## src/verilog/blt_consts.vh

```
// Constants for the block-transfer engine control registers
`ifndef BLT_CONSTS_VH
`define BLT_CONSTS_VH

// Register indices as printed; byte address is four times the index
`define BLT_IDX_CTRL        12'h100
`define BLT_IDX_FMT         12'h101
`define BLT_IDX_ROP         12'h102
`define BLT_IDX_OFFSET      12'h10C
`define BLT_IDX_IRQ_STAT    12'h140
`define BLT_IDX_IRQ_MASK    12'h141

// Control/status register fields
`define BLT_CTRL_ACTIVE     7
`define BLT_CTRL_NEMPTY     6
`define BLT_CTRL_HALF       5
`define BLT_CTRL_FULL       4
`define BLT_CTRL_DST_LIN    1
`define BLT_CTRL_SRC_LIN    0

// Format register fields
`define BLT_FMT_BPP16       0

// Raster code register fields
`define BLT_ROP_MSB         3
`define BLT_EXP_MSB         2

// Interrupt status and mask fields
`define BLT_IRQ_DONE        0
`define BLT_IRQ_FULL        1
`define BLT_IRQ_WIDTH       2

// Reset values
`define BLT_CTRL_RST        2'h0
`define BLT_FMT_RST         1'h0
`define BLT_ROP_RST         4'h0
`define BLT_OFFSET_RST      16'h0000
`define BLT_IRQ_RST         2'h0

// Transfer FIFO occupancy thresholds
`define BLT_FIFO_HALF       5'h07
`define BLT_FIFO_FULL       5'h0F

// Address and pixel widths
`define BLT_ADDR_W          21
`define BLT_PIX_W           16

// AHB encodings
`define BLT_HTRANS_NONSEQ   2'h2
`define BLT_HTRANS_SEQ      2'h3
`define BLT_HRESP_OKAY      1'h0

`endif

```

## src/verilog/blt_regs.v

```verilog
// Control and status registers of the block-transfer engine, AHB-Lite slave
// Functional notes
// - Writing one to the active bit starts the configured operation.
// - Active bit reads one while the engine is busy.
// - Active bit reads zero when idle; write zero while busy is reserved.
// - Not-empty flag reads one when the transfer FIFO holds any word.
// - Full, half and not-empty flags together encode FIFO occupancy ranges.
// - Half-full flag reads one at seven words or more.
// - Full flag reads one when the FIFO is full.
// - The three FIFO flags are read-only; writes leave them alone.
// - Destination layout bit: one linear, zero rectangular.
// - Source layout bit: one linear, zero rectangular.
// - Rectangular lines step by the memory address offset register.
// - Colour format bit selects 8 or 16 bits per pixel.
// - Four-bit raster code is a truth table over source and destination.
// - Low three code bits give the colour expansion start bit.
`include "blt_consts.vh"
`default_nettype none

module blt_regs (
   // Clock and reset
   input  wire                       core_clk,
   input  wire                       rst,
   // AHB-Lite slave
   input  wire                       hsel,
   input  wire [31:0]                haddr,
   input  wire [1:0]                 htrans,
   input  wire                       hwrite,
   input  wire [2:0]                 hsize,
   input  wire [31:0]                hwdata,
   input  wire                       hready,
   output wire                       hreadyout,
   output wire                       hresp,
   output reg  [31:0]                hrdata,
   // Engine sequencing
   output reg                        engStart,
   input  wire                       engDone,
   input  wire [4:0]                 fifoLevel,
   // Line addressing
   input  wire [`BLT_ADDR_W-1:0]     srcStartAddr,
   input  wire [`BLT_ADDR_W-1:0]     dstStartAddr,
   input  wire                       srcLineAdv,
   input  wire                       dstLineAdv,
   output reg  [`BLT_ADDR_W-1:0]     srcLineAddr,
   output reg  [`BLT_ADDR_W-1:0]     dstLineAddr,
   // Pixel format and raster logic
   output reg                        bpp16,
   input  wire [`BLT_PIX_W-1:0]      ropSrc,
   input  wire [`BLT_PIX_W-1:0]      ropDst,
   output reg  [`BLT_PIX_W-1:0]      ropOut,
   output reg  [2:0]                 expStartBit,
   // Interrupt
   output wire                       irq
);

   ////////////////////////////////////////////////////////////////////////////
   // Helpers

   // Word index of a byte address
   function [11:0] wordIdx;
      input [31:0] addr;
      begin
         wordIdx = addr[13:2];
      end
   endfunction

   // Truth-table lookup per bit: code bit {s,d} gives the result
   function [`BLT_PIX_W-1:0] ropApply;
      input [3:0]             code;
      input [`BLT_PIX_W-1:0]  s;
      input [`BLT_PIX_W-1:0]  d;
      integer                 i;
      begin
         ropApply = {`BLT_PIX_W{1'b0}};
         for (i = 0; i < `BLT_PIX_W; i = i + 1) begin
            ropApply[i] = code[{s[i], d[i]}];
         end
      end
   endfunction

   // Next line start: linear blocks do not step
   function [`BLT_ADDR_W-1:0] lineStep;
      input                    linear;
      input [`BLT_ADDR_W-1:0]  base;
      input [15:0]             offs;
      begin
         if (linear) begin
            lineStep = base;
         end else begin
            lineStep = base + {{(`BLT_ADDR_W-16){1'b0}}, offs};
         end
      end
   endfunction

   ////////////////////////////////////////////////////////////////////////////
   // Register state

   reg                       busy;
   reg                       dstLinear;
   reg                       srcLinear;
   reg [3:0]                 ropCode;
   reg [15:0]                lineOffset;
   reg [`BLT_IRQ_WIDTH-1:0]  irqStat;
   reg [`BLT_IRQ_WIDTH-1:0]  irqMask;
   reg                       fullSeen;

   ////////////////////////////////////////////////////////////////////////////
   // AHB-Lite address and data phase

   reg         wrPend;
   reg [11:0]  wrIdx;
   wire        acc;
   wire        rdAcc;

   // Zero wait states; every transfer answers OKAY
   // hsize is not decoded: only whole-word transfers are supported
   assign hreadyout = 1'b1;
   assign hresp     = `BLT_HRESP_OKAY;

   assign acc   = hsel && hready &&
                  (htrans == `BLT_HTRANS_NONSEQ || htrans == `BLT_HTRANS_SEQ);
   assign rdAcc = acc && !hwrite;

   // Write strobe for the data phase that follows an accepted address phase
   always @(posedge core_clk) begin
      if (rst) begin
         wrPend <= 1'b0;
      end else begin
         wrPend <= acc && hwrite;
      end
   end

   // Index held only from an accepted phase, so idle bus traffic cannot move it
   always @(posedge core_clk) begin
      if (rst) begin
         wrIdx <= 12'h000;
      end else if (acc) begin
         wrIdx <= wordIdx(haddr);
      end
   end

   ////////////////////////////////////////////////////////////////////////////
   // Register write strobes

   wire wrCtrl   = wrPend && (wrIdx == `BLT_IDX_CTRL);
   wire wrFmt    = wrPend && (wrIdx == `BLT_IDX_FMT);
   wire wrRop    = wrPend && (wrIdx == `BLT_IDX_ROP);
   wire wrOffset = wrPend && (wrIdx == `BLT_IDX_OFFSET);
   wire wrStat   = wrPend && (wrIdx == `BLT_IDX_IRQ_STAT);
   wire wrMask   = wrPend && (wrIdx == `BLT_IDX_IRQ_MASK);

   ////////////////////////////////////////////////////////////////////////////
   // FIFO occupancy flags, decoded from the live level

   // Live decode: a read reports the level seen in its address phase
   wire fifoNotEmpty = (fifoLevel != 5'h00);
   wire fifoHalf     = (fifoLevel >= `BLT_FIFO_HALF);
   wire fifoFull     = (fifoLevel >= `BLT_FIFO_FULL);

   ////////////////////////////////////////////////////////////////////////////
   // Read data, captured in the address phase

   // Taken in the address phase: a read right behind a write to the same
   // register returns the old value, so software leaves one idle cycle
   reg [31:0] next_rdata;

   always @* begin
      next_rdata = 32'h00000000;
      case (wordIdx(haddr))
         `BLT_IDX_CTRL: begin
            next_rdata[`BLT_CTRL_ACTIVE]  = busy;
            next_rdata[`BLT_CTRL_NEMPTY]  = fifoNotEmpty;
            next_rdata[`BLT_CTRL_HALF]    = fifoHalf;
            next_rdata[`BLT_CTRL_FULL]    = fifoFull;
            next_rdata[`BLT_CTRL_DST_LIN] = dstLinear;
            next_rdata[`BLT_CTRL_SRC_LIN] = srcLinear;
         end
         `BLT_IDX_FMT: begin
            next_rdata[`BLT_FMT_BPP16] = bpp16;
         end
         `BLT_IDX_ROP: begin
            next_rdata[3:0] = ropCode;
         end
         `BLT_IDX_OFFSET: begin
            next_rdata[15:0] = lineOffset;
         end
         `BLT_IDX_IRQ_STAT: begin
            next_rdata[`BLT_IRQ_WIDTH-1:0] = irqStat;
         end
         `BLT_IDX_IRQ_MASK: begin
            next_rdata[`BLT_IRQ_WIDTH-1:0] = irqMask;
         end
         default: begin
            next_rdata = 32'h00000000;
         end
      endcase
   end

   // Unmapped reads return zero
   always @(posedge core_clk) begin
      if (rst) begin
         hrdata <= 32'h00000000;
      end else if (rdAcc) begin
         hrdata <= next_rdata;
      end
   end

   ////////////////////////////////////////////////////////////////////////////
   // Active bit: start and busy tracking

   wire startReq = wrCtrl && hwdata[`BLT_CTRL_ACTIVE] && !busy;

   // A one while busy is the running operation itself; a zero is ignored
   always @(posedge core_clk) begin
      if (rst) begin
         busy <= 1'b0;
      end else if (startReq) begin
         busy <= 1'b1;
      end else if (engDone) begin
         busy <= 1'b0;
      end
   end

   ////////////////////////////////////////////////////////////////////////////
   // Start strobe

   // Registered so the engine sees one clean pulse per accepted start
   always @(posedge core_clk) begin
      if (rst) begin
         engStart <= 1'b0;
      end else begin
         engStart <= startReq;
      end
   end

   ////////////////////////////////////////////////////////////////////////////
   // Configuration registers

   // Layout bits; flag bit positions have no storage, so writes cannot touch them
   always @(posedge core_clk) begin
      if (rst) begin
         {dstLinear, srcLinear} <= `BLT_CTRL_RST;
      end else if (wrCtrl) begin
         dstLinear <= hwdata[`BLT_CTRL_DST_LIN];
         srcLinear <= hwdata[`BLT_CTRL_SRC_LIN];
      end
   end

   // Reserved format bits are dropped; only the pixel size is stored
   always @(posedge core_clk) begin
      if (rst) begin
         bpp16 <= `BLT_FMT_RST;
      end else if (wrFmt) begin
         bpp16 <= hwdata[`BLT_FMT_BPP16];
      end
   end

   always @(posedge core_clk) begin
      if (rst) begin
         ropCode <= `BLT_ROP_RST;
      end else if (wrRop) begin
         ropCode <= hwdata[`BLT_ROP_MSB:0];
      end
   end

   // Changing the offset mid-operation takes effect on the next line step
   always @(posedge core_clk) begin
      if (rst) begin
         lineOffset <= `BLT_OFFSET_RST;
      end else if (wrOffset) begin
         lineOffset <= hwdata[15:0];
      end
   end

   ////////////////////////////////////////////////////////////////////////////
   // Interrupt mask

   always @(posedge core_clk) begin
      if (rst) begin
         irqMask <= `BLT_IRQ_RST;
      end else if (wrMask) begin
         irqMask <= hwdata[`BLT_IRQ_WIDTH-1:0];
      end
   end

   ////////////////////////////////////////////////////////////////////////////
   // Line start addresses

   // A start in the same cycle as a line advance wins: the new operation owns the lines
   always @(posedge core_clk) begin
      if (rst) begin
         srcLineAddr <= {`BLT_ADDR_W{1'b0}};
      end else if (startReq) begin
         srcLineAddr <= srcStartAddr;
      end else if (srcLineAdv) begin
         srcLineAddr <= lineStep(srcLinear, srcLineAddr, lineOffset);
      end
   end

   always @(posedge core_clk) begin
      if (rst) begin
         dstLineAddr <= {`BLT_ADDR_W{1'b0}};
      end else if (startReq) begin
         dstLineAddr <= dstStartAddr;
      end else if (dstLineAdv) begin
         dstLineAddr <= lineStep(dstLinear, dstLineAddr, lineOffset);
      end
   end

   ////////////////////////////////////////////////////////////////////////////
   // Raster logic and colour expansion start

   // Pattern fill feeds the pattern on the source input
   wire [`BLT_PIX_W-1:0] ropRaw = ropApply(ropCode, ropSrc, ropDst);

   // Upper byte forced low in 8 bpp so stale high bits never reach memory
   always @(posedge core_clk) begin
      if (rst) begin
         ropOut <= {`BLT_PIX_W{1'b0}};
      end else if (bpp16) begin
         ropOut <= ropRaw;
      end else begin
         ropOut <= {8'h00, ropRaw[7:0]};
      end
   end

   ////////////////////////////////////////////////////////////////////////////
   // Colour expansion start

   always @(posedge core_clk) begin
      if (rst) begin
         expStartBit <= 3'h0;
      end else begin
         expStartBit <= ropCode[`BLT_EXP_MSB:0];
      end
   end

   ////////////////////////////////////////////////////////////////////////////
   // Interrupt status, write one to clear; a new event beats the clear

   wire [`BLT_IRQ_WIDTH-1:0] irqEvt;
   wire [`BLT_IRQ_WIDTH-1:0] irqClr;

   assign irqEvt[`BLT_IRQ_DONE] = busy && engDone && !startReq;
   assign irqEvt[`BLT_IRQ_FULL] = fifoFull && !fullSeen;
   assign irqClr = wrStat ? hwdata[`BLT_IRQ_WIDTH-1:0] : {`BLT_IRQ_WIDTH{1'b0}};

   // Or-ing the event after the clear lets a same-cycle event survive
   always @(posedge core_clk) begin
      if (rst) begin
         irqStat <= `BLT_IRQ_RST;
      end else begin
         irqStat <= (irqStat & ~irqClr) | irqEvt;
      end
   end

   // Starts low, so a FIFO already full out of reset still reports once
   always @(posedge core_clk) begin
      if (rst) begin
         fullSeen <= 1'b0;
      end else begin
         fullSeen <= fifoFull;
      end
   end

   ////////////////////////////////////////////////////////////////////////////
   // Interrupt output

   assign irq = |(irqStat & irqMask);

endmodule // blt_regs

`default_nettype wire

```

## config.mk

```make
export PLATFORM = sky130hd
export DESIGN_NAME = blt_regs
export DESIGN_NICKNAME = d
export VERILOG_FILES = /design/src/verilog/blt_regs.v
export VERILOG_INCLUDE_DIRS = /design/src /design/src/verilog
export SDC_FILE = /design/constraint.sdc
export NUM_CORES = 1
export LEC_CHECK = 0
export BUFFER_PORTS_ARGS = -buffer_cell sky130_fd_sc_hd__buf_4
export CAP_MARGIN = 0
export CORE_ASPECT_RATIO = 0.6
export CORE_UTILIZATION = 55
export DETAILED_ROUTE_END_ITERATION = 8
export PLACE_DENSITY = 0.87
export RECOVER_POWER = 100
export SYNTH_ARGS = -nofsm -noshare
export SYNTH_HDL_FRONTEND = slang
export SYNTH_SLANG_ARGS = --single-unit
export TNS_END_PERCENT = 20
```

## constraint.sdc

```tcl
create_clock -name core_clk -period 4.5 [get_ports core_clk]
set_input_delay 0.9 -clock core_clk [delete_from_list [all_inputs] [get_ports core_clk]]
set_output_delay 0.9 -clock core_clk [all_outputs]
set_load 0.01 [all_outputs]
```

==> results.ini <==
[setup_path]
worst-path-max-fanout=54
start_kind=primary input
worstPathRequired_ps=4810
path_cells=clkbuf_1 > clkbuf_2 > nor3_1 > a31o_2
max_stage_delay_ps=1510
cp.arrival_ps=3900
crit_type=primary input to flop
slowest_stage=clkbuf_1
worstSetupEndpointType=flop

[clock_tree]
hold_buffers=0
cts_sinks=120
htree_levels=4
post_cts_buffers=0
cts_buffer_depth=2
clock-root-buffer=clkbuf_16
cts_tree=done
path_clk_slew_ps=60
numCtsBuffers=17
cts.repair.resized=0
insertion_delay_ps=420

[place]
portBuffers=195
gp_congestion=0.981
dp_hpwl_um=16300
placedCellCount=1177

[sta]
drv_slew=45
rsz0062_at_grt=no
layout_min_cycle_time_ps=3580
tightestPinTransition_ps=2160
maxSlewHeadroom=-0.442
fmax_ghz=0.279
fin_skew_ps=10.3
period_share=0.796
setup_viol=0
hold_viol_final=0
tns_ps=0
whs_ps=454

[logic_synthesis]
synth-async-reset-ratio=0
synth_edf_count=0
synthAdderAreaFrac=0.0612
yosysWarnings=0
ys.flop_type=dfxtp_1
avgSynthCellArea_um2=8.31
synth_top_family_by_area=simple AND/OR/NAND/NOR gates
ys_ff_latch=120
synth-compound-area-share=0.221
synth-xor-area-share=0.0171
yosysUniqueCellTypes=71
synthMuxAreaShare=0.0774
synth_simple_gate_area_share=0.236
netlist_area_mm2=0.00719
synth_seq_area_share=0.334
netlist_instances=865

[layout]
antennaDiodeCount=0
instances_no_fill=1209
fin_util=0.710
syn_to_final_growth_pct=22.6
fin_nets=1221
drive_gt1_frac=0.170
fillCellCount=1088

[drt]
vias=7465
first_iter_violations=673
postRouteWirelength_um=22500
drcViolationCount=0
avgViaCountPerCell=6.17
antenna_left=0
routedWlPerCell_um=18.6
firstDrtPassIters=5

[power]
p_sw_frac=0.262
power.total_w=0.00256
ir_worst_vdd_mv=0.246
power_leakage_nw=3.56
clock_power_share=0.494
p_per_area_mw_per_mm2=290
seqPwrFrac=0.425
p_sw_w=0.000671
p_int_w=0.00189
combPwrFrac=0.081

[global_route]
grt.total_usage=0.332
grt_overflow=0
grt_pass1_wl_um=35100
grt_max_degree=65
antenna_found_initial=0
grt_pass1_vias=6783

[die]
die_x_um=150
die_y_um=90.6
core_area_mm2=0.0124
io_pins=254
initial_utilization=0.579
rows=31
die_area_mm2=0.0136

[status]
violations=capacitance limit, slew limit
status=complete, but fails checks

[job]
maxCapViolations=1

[hold_path]
hold_class=flop to flop

final cells by class:
class / count / area [um2] / area share
multi-input cells: 687 / 4450 / 0.504
flip-flops and latches: 120 / 2400 / 0.272
repair buffers: 201 / 1200 / 0.136
clock buffers: 17 / 425 / 0.0483
well taps: 165 / 206 / 0.0234
clock inverters: 15 / 121 / 0.0138
inverters: 4 / 15.0 / 0.00170
per-layer routing:
| metal | share of wire | track usage | vias up | routed length, um |
|---|---|---|---|---|
| met3 | 0.12 | 0.0879 | 45 | 2670 |
| met5 | 0 | 0 | - | 0 |
| met4 | 0.020 | 0.0799 | 0 | 440 |
| met2 | 0.42 | 0.491 | 435 | 9460 |
| met1 | 0.44 | 0.475 | 3467 | 9900 |
| li1 | - | - | 3518 | - |
power by group through the flow:
stage                     combinational, W  clock, W  sequential, W
after global placement            0.000208         0        0.00111
after global routing              0.000223   0.00133        0.00109
after detailed placement          0.000212         0        0.00111
after floorplan                   0.000100         0        0.00111
after CTS                         0.000213   0.00127        0.00109
final                             0.000207   0.00126        0.00109
through the flow:
step / instance area [um2] / setup slack [ps]
global placement: 8610 / 1260
finish: 8820 / 917
floorplan: 7250 / 1880
CTS: 9160 / 1560
detailed placement: 8610 / 1170
global route: 8820 / 730
layout by cell type (no fill, tap or decap), drive strengths merged, types with 8 or more instances in the layout:
| master | synthesis | routed |
|---|---|---|
| and2 | 15 | 15 |
| o21ai | 35 | 35 |
| o211ai | 11 | 11 |
| nand3 | 40 | 40 |
| a311oi | 16 | 16 |
| or3 | 9 | 9 |
| xnor2 | 11 | 11 |
| a21oi | 90 | 90 |
| buf | 28 | 117 |
| a211oi | 21 | 21 |
| ha | 32 | 32 |
| nor3 | 19 | 19 |
| nor2 | 73 | 73 |
| clkbuf | 42 | 101 |
| nand2 | 120 | 120 |
| nand4 | 8 | 8 |
| dfxtp | 120 | 120 |
| mux4 | 17 | 17 |
| a21o | 15 | 15 |
| mux2i | 14 | 14 |
| and3 | 20 | 20 |
| conb | 2 | 18 |
path summary, 6_finish.rpt:
check,endpoint,from,slack (ps),cells past startpoint
worst max-delay path,dstLineAddr[13],rst,920,4
worst min-delay path,wrIdx[7],wrIdx[7],450,2
worst max register to register,srcLineAddr[3],wrIdx[4],1390,6
worst min register to register,wrIdx[7],wrIdx[7],450,2
logic make-up after synthesis:
logic type,after synthesis
other,2
buffers and inverters,74
and+or+nand+nor,342
AOI/OAI and AO/OA,245
xor gates and xnor gates,14
muxes,34
adders and majority gates,34
DFF,120
synth_stat cells, drive strengths merged (3+ instances only):
| cell type | count | area (um2) |
|---|---|---|
| a2111oi | 3 | 26.3 |
| inv | 3 | 11.3 |
| a21o | 15 | 113 |
| and3 | 20 | 125 |
| a31oi | 7 | 43.8 |
| nand4 | 8 | 50.1 |
| a211oi | 21 | 158 |
| a41oi | 4 | 35.0 |
| nor4 | 6 | 82.6 |
| o21a | 7 | 52.6 |
| nor3 | 19 | 105 |
| dfxtp | 120 | 2400 |
| nor2b | 5 | 31.3 |
| ha | 32 | 400 |
| clkbuf | 42 | 158 |
| and2 | 15 | 93.8 |
| mux2i | 14 | 140 |
| o211a | 4 | 40.0 |
| o21ai | 35 | 175 |
| o211ai | 11 | 82.6 |
| nor2 | 73 | 274 |
| a21oi | 90 | 450 |
| mux4 | 17 | 383 |
| and4 | 5 | 43.8 |
| mux2 | 3 | 33.8 |
| xnor2 | 11 | 96.3 |
| nand3 | 40 | 200 |
| buf | 28 | 200 |
| a22oi | 4 | 30.0 |
| a311oi | 16 | 140 |
| a221oi | 3 | 26.3 |
| nand2b | 7 | 43.8 |
| nor3b | 3 | 22.5 |
| or3 | 9 | 61.3 |
| xor2 | 3 | 26.3 |
| a211o | 5 | 43.8 |
| a21boi | 3 | 22.5 |
| nand2 | 120 | 453 |
critical path, delay by kind of cell:
family	cells	cell delay [ps]
buf+inv	2	2540
simple gates	1	180
compound gates	1	250
sequential cells by signal, indices dropped and copies added (netlist names), 2 cells and up:
| register | flops |
|---|---|
| dstLineAddr | 21 |
| srcLineAddr | 21 |
| hrdata | 16 |
| lineOffset | 16 |
| ropOut | 16 |
| wrIdx | 12 |
| ropCode | 4 |
| expStartBit | 3 |
| irqMask | 2 |
| irqStat | 2 |
(Power assumes the default switching activity.)
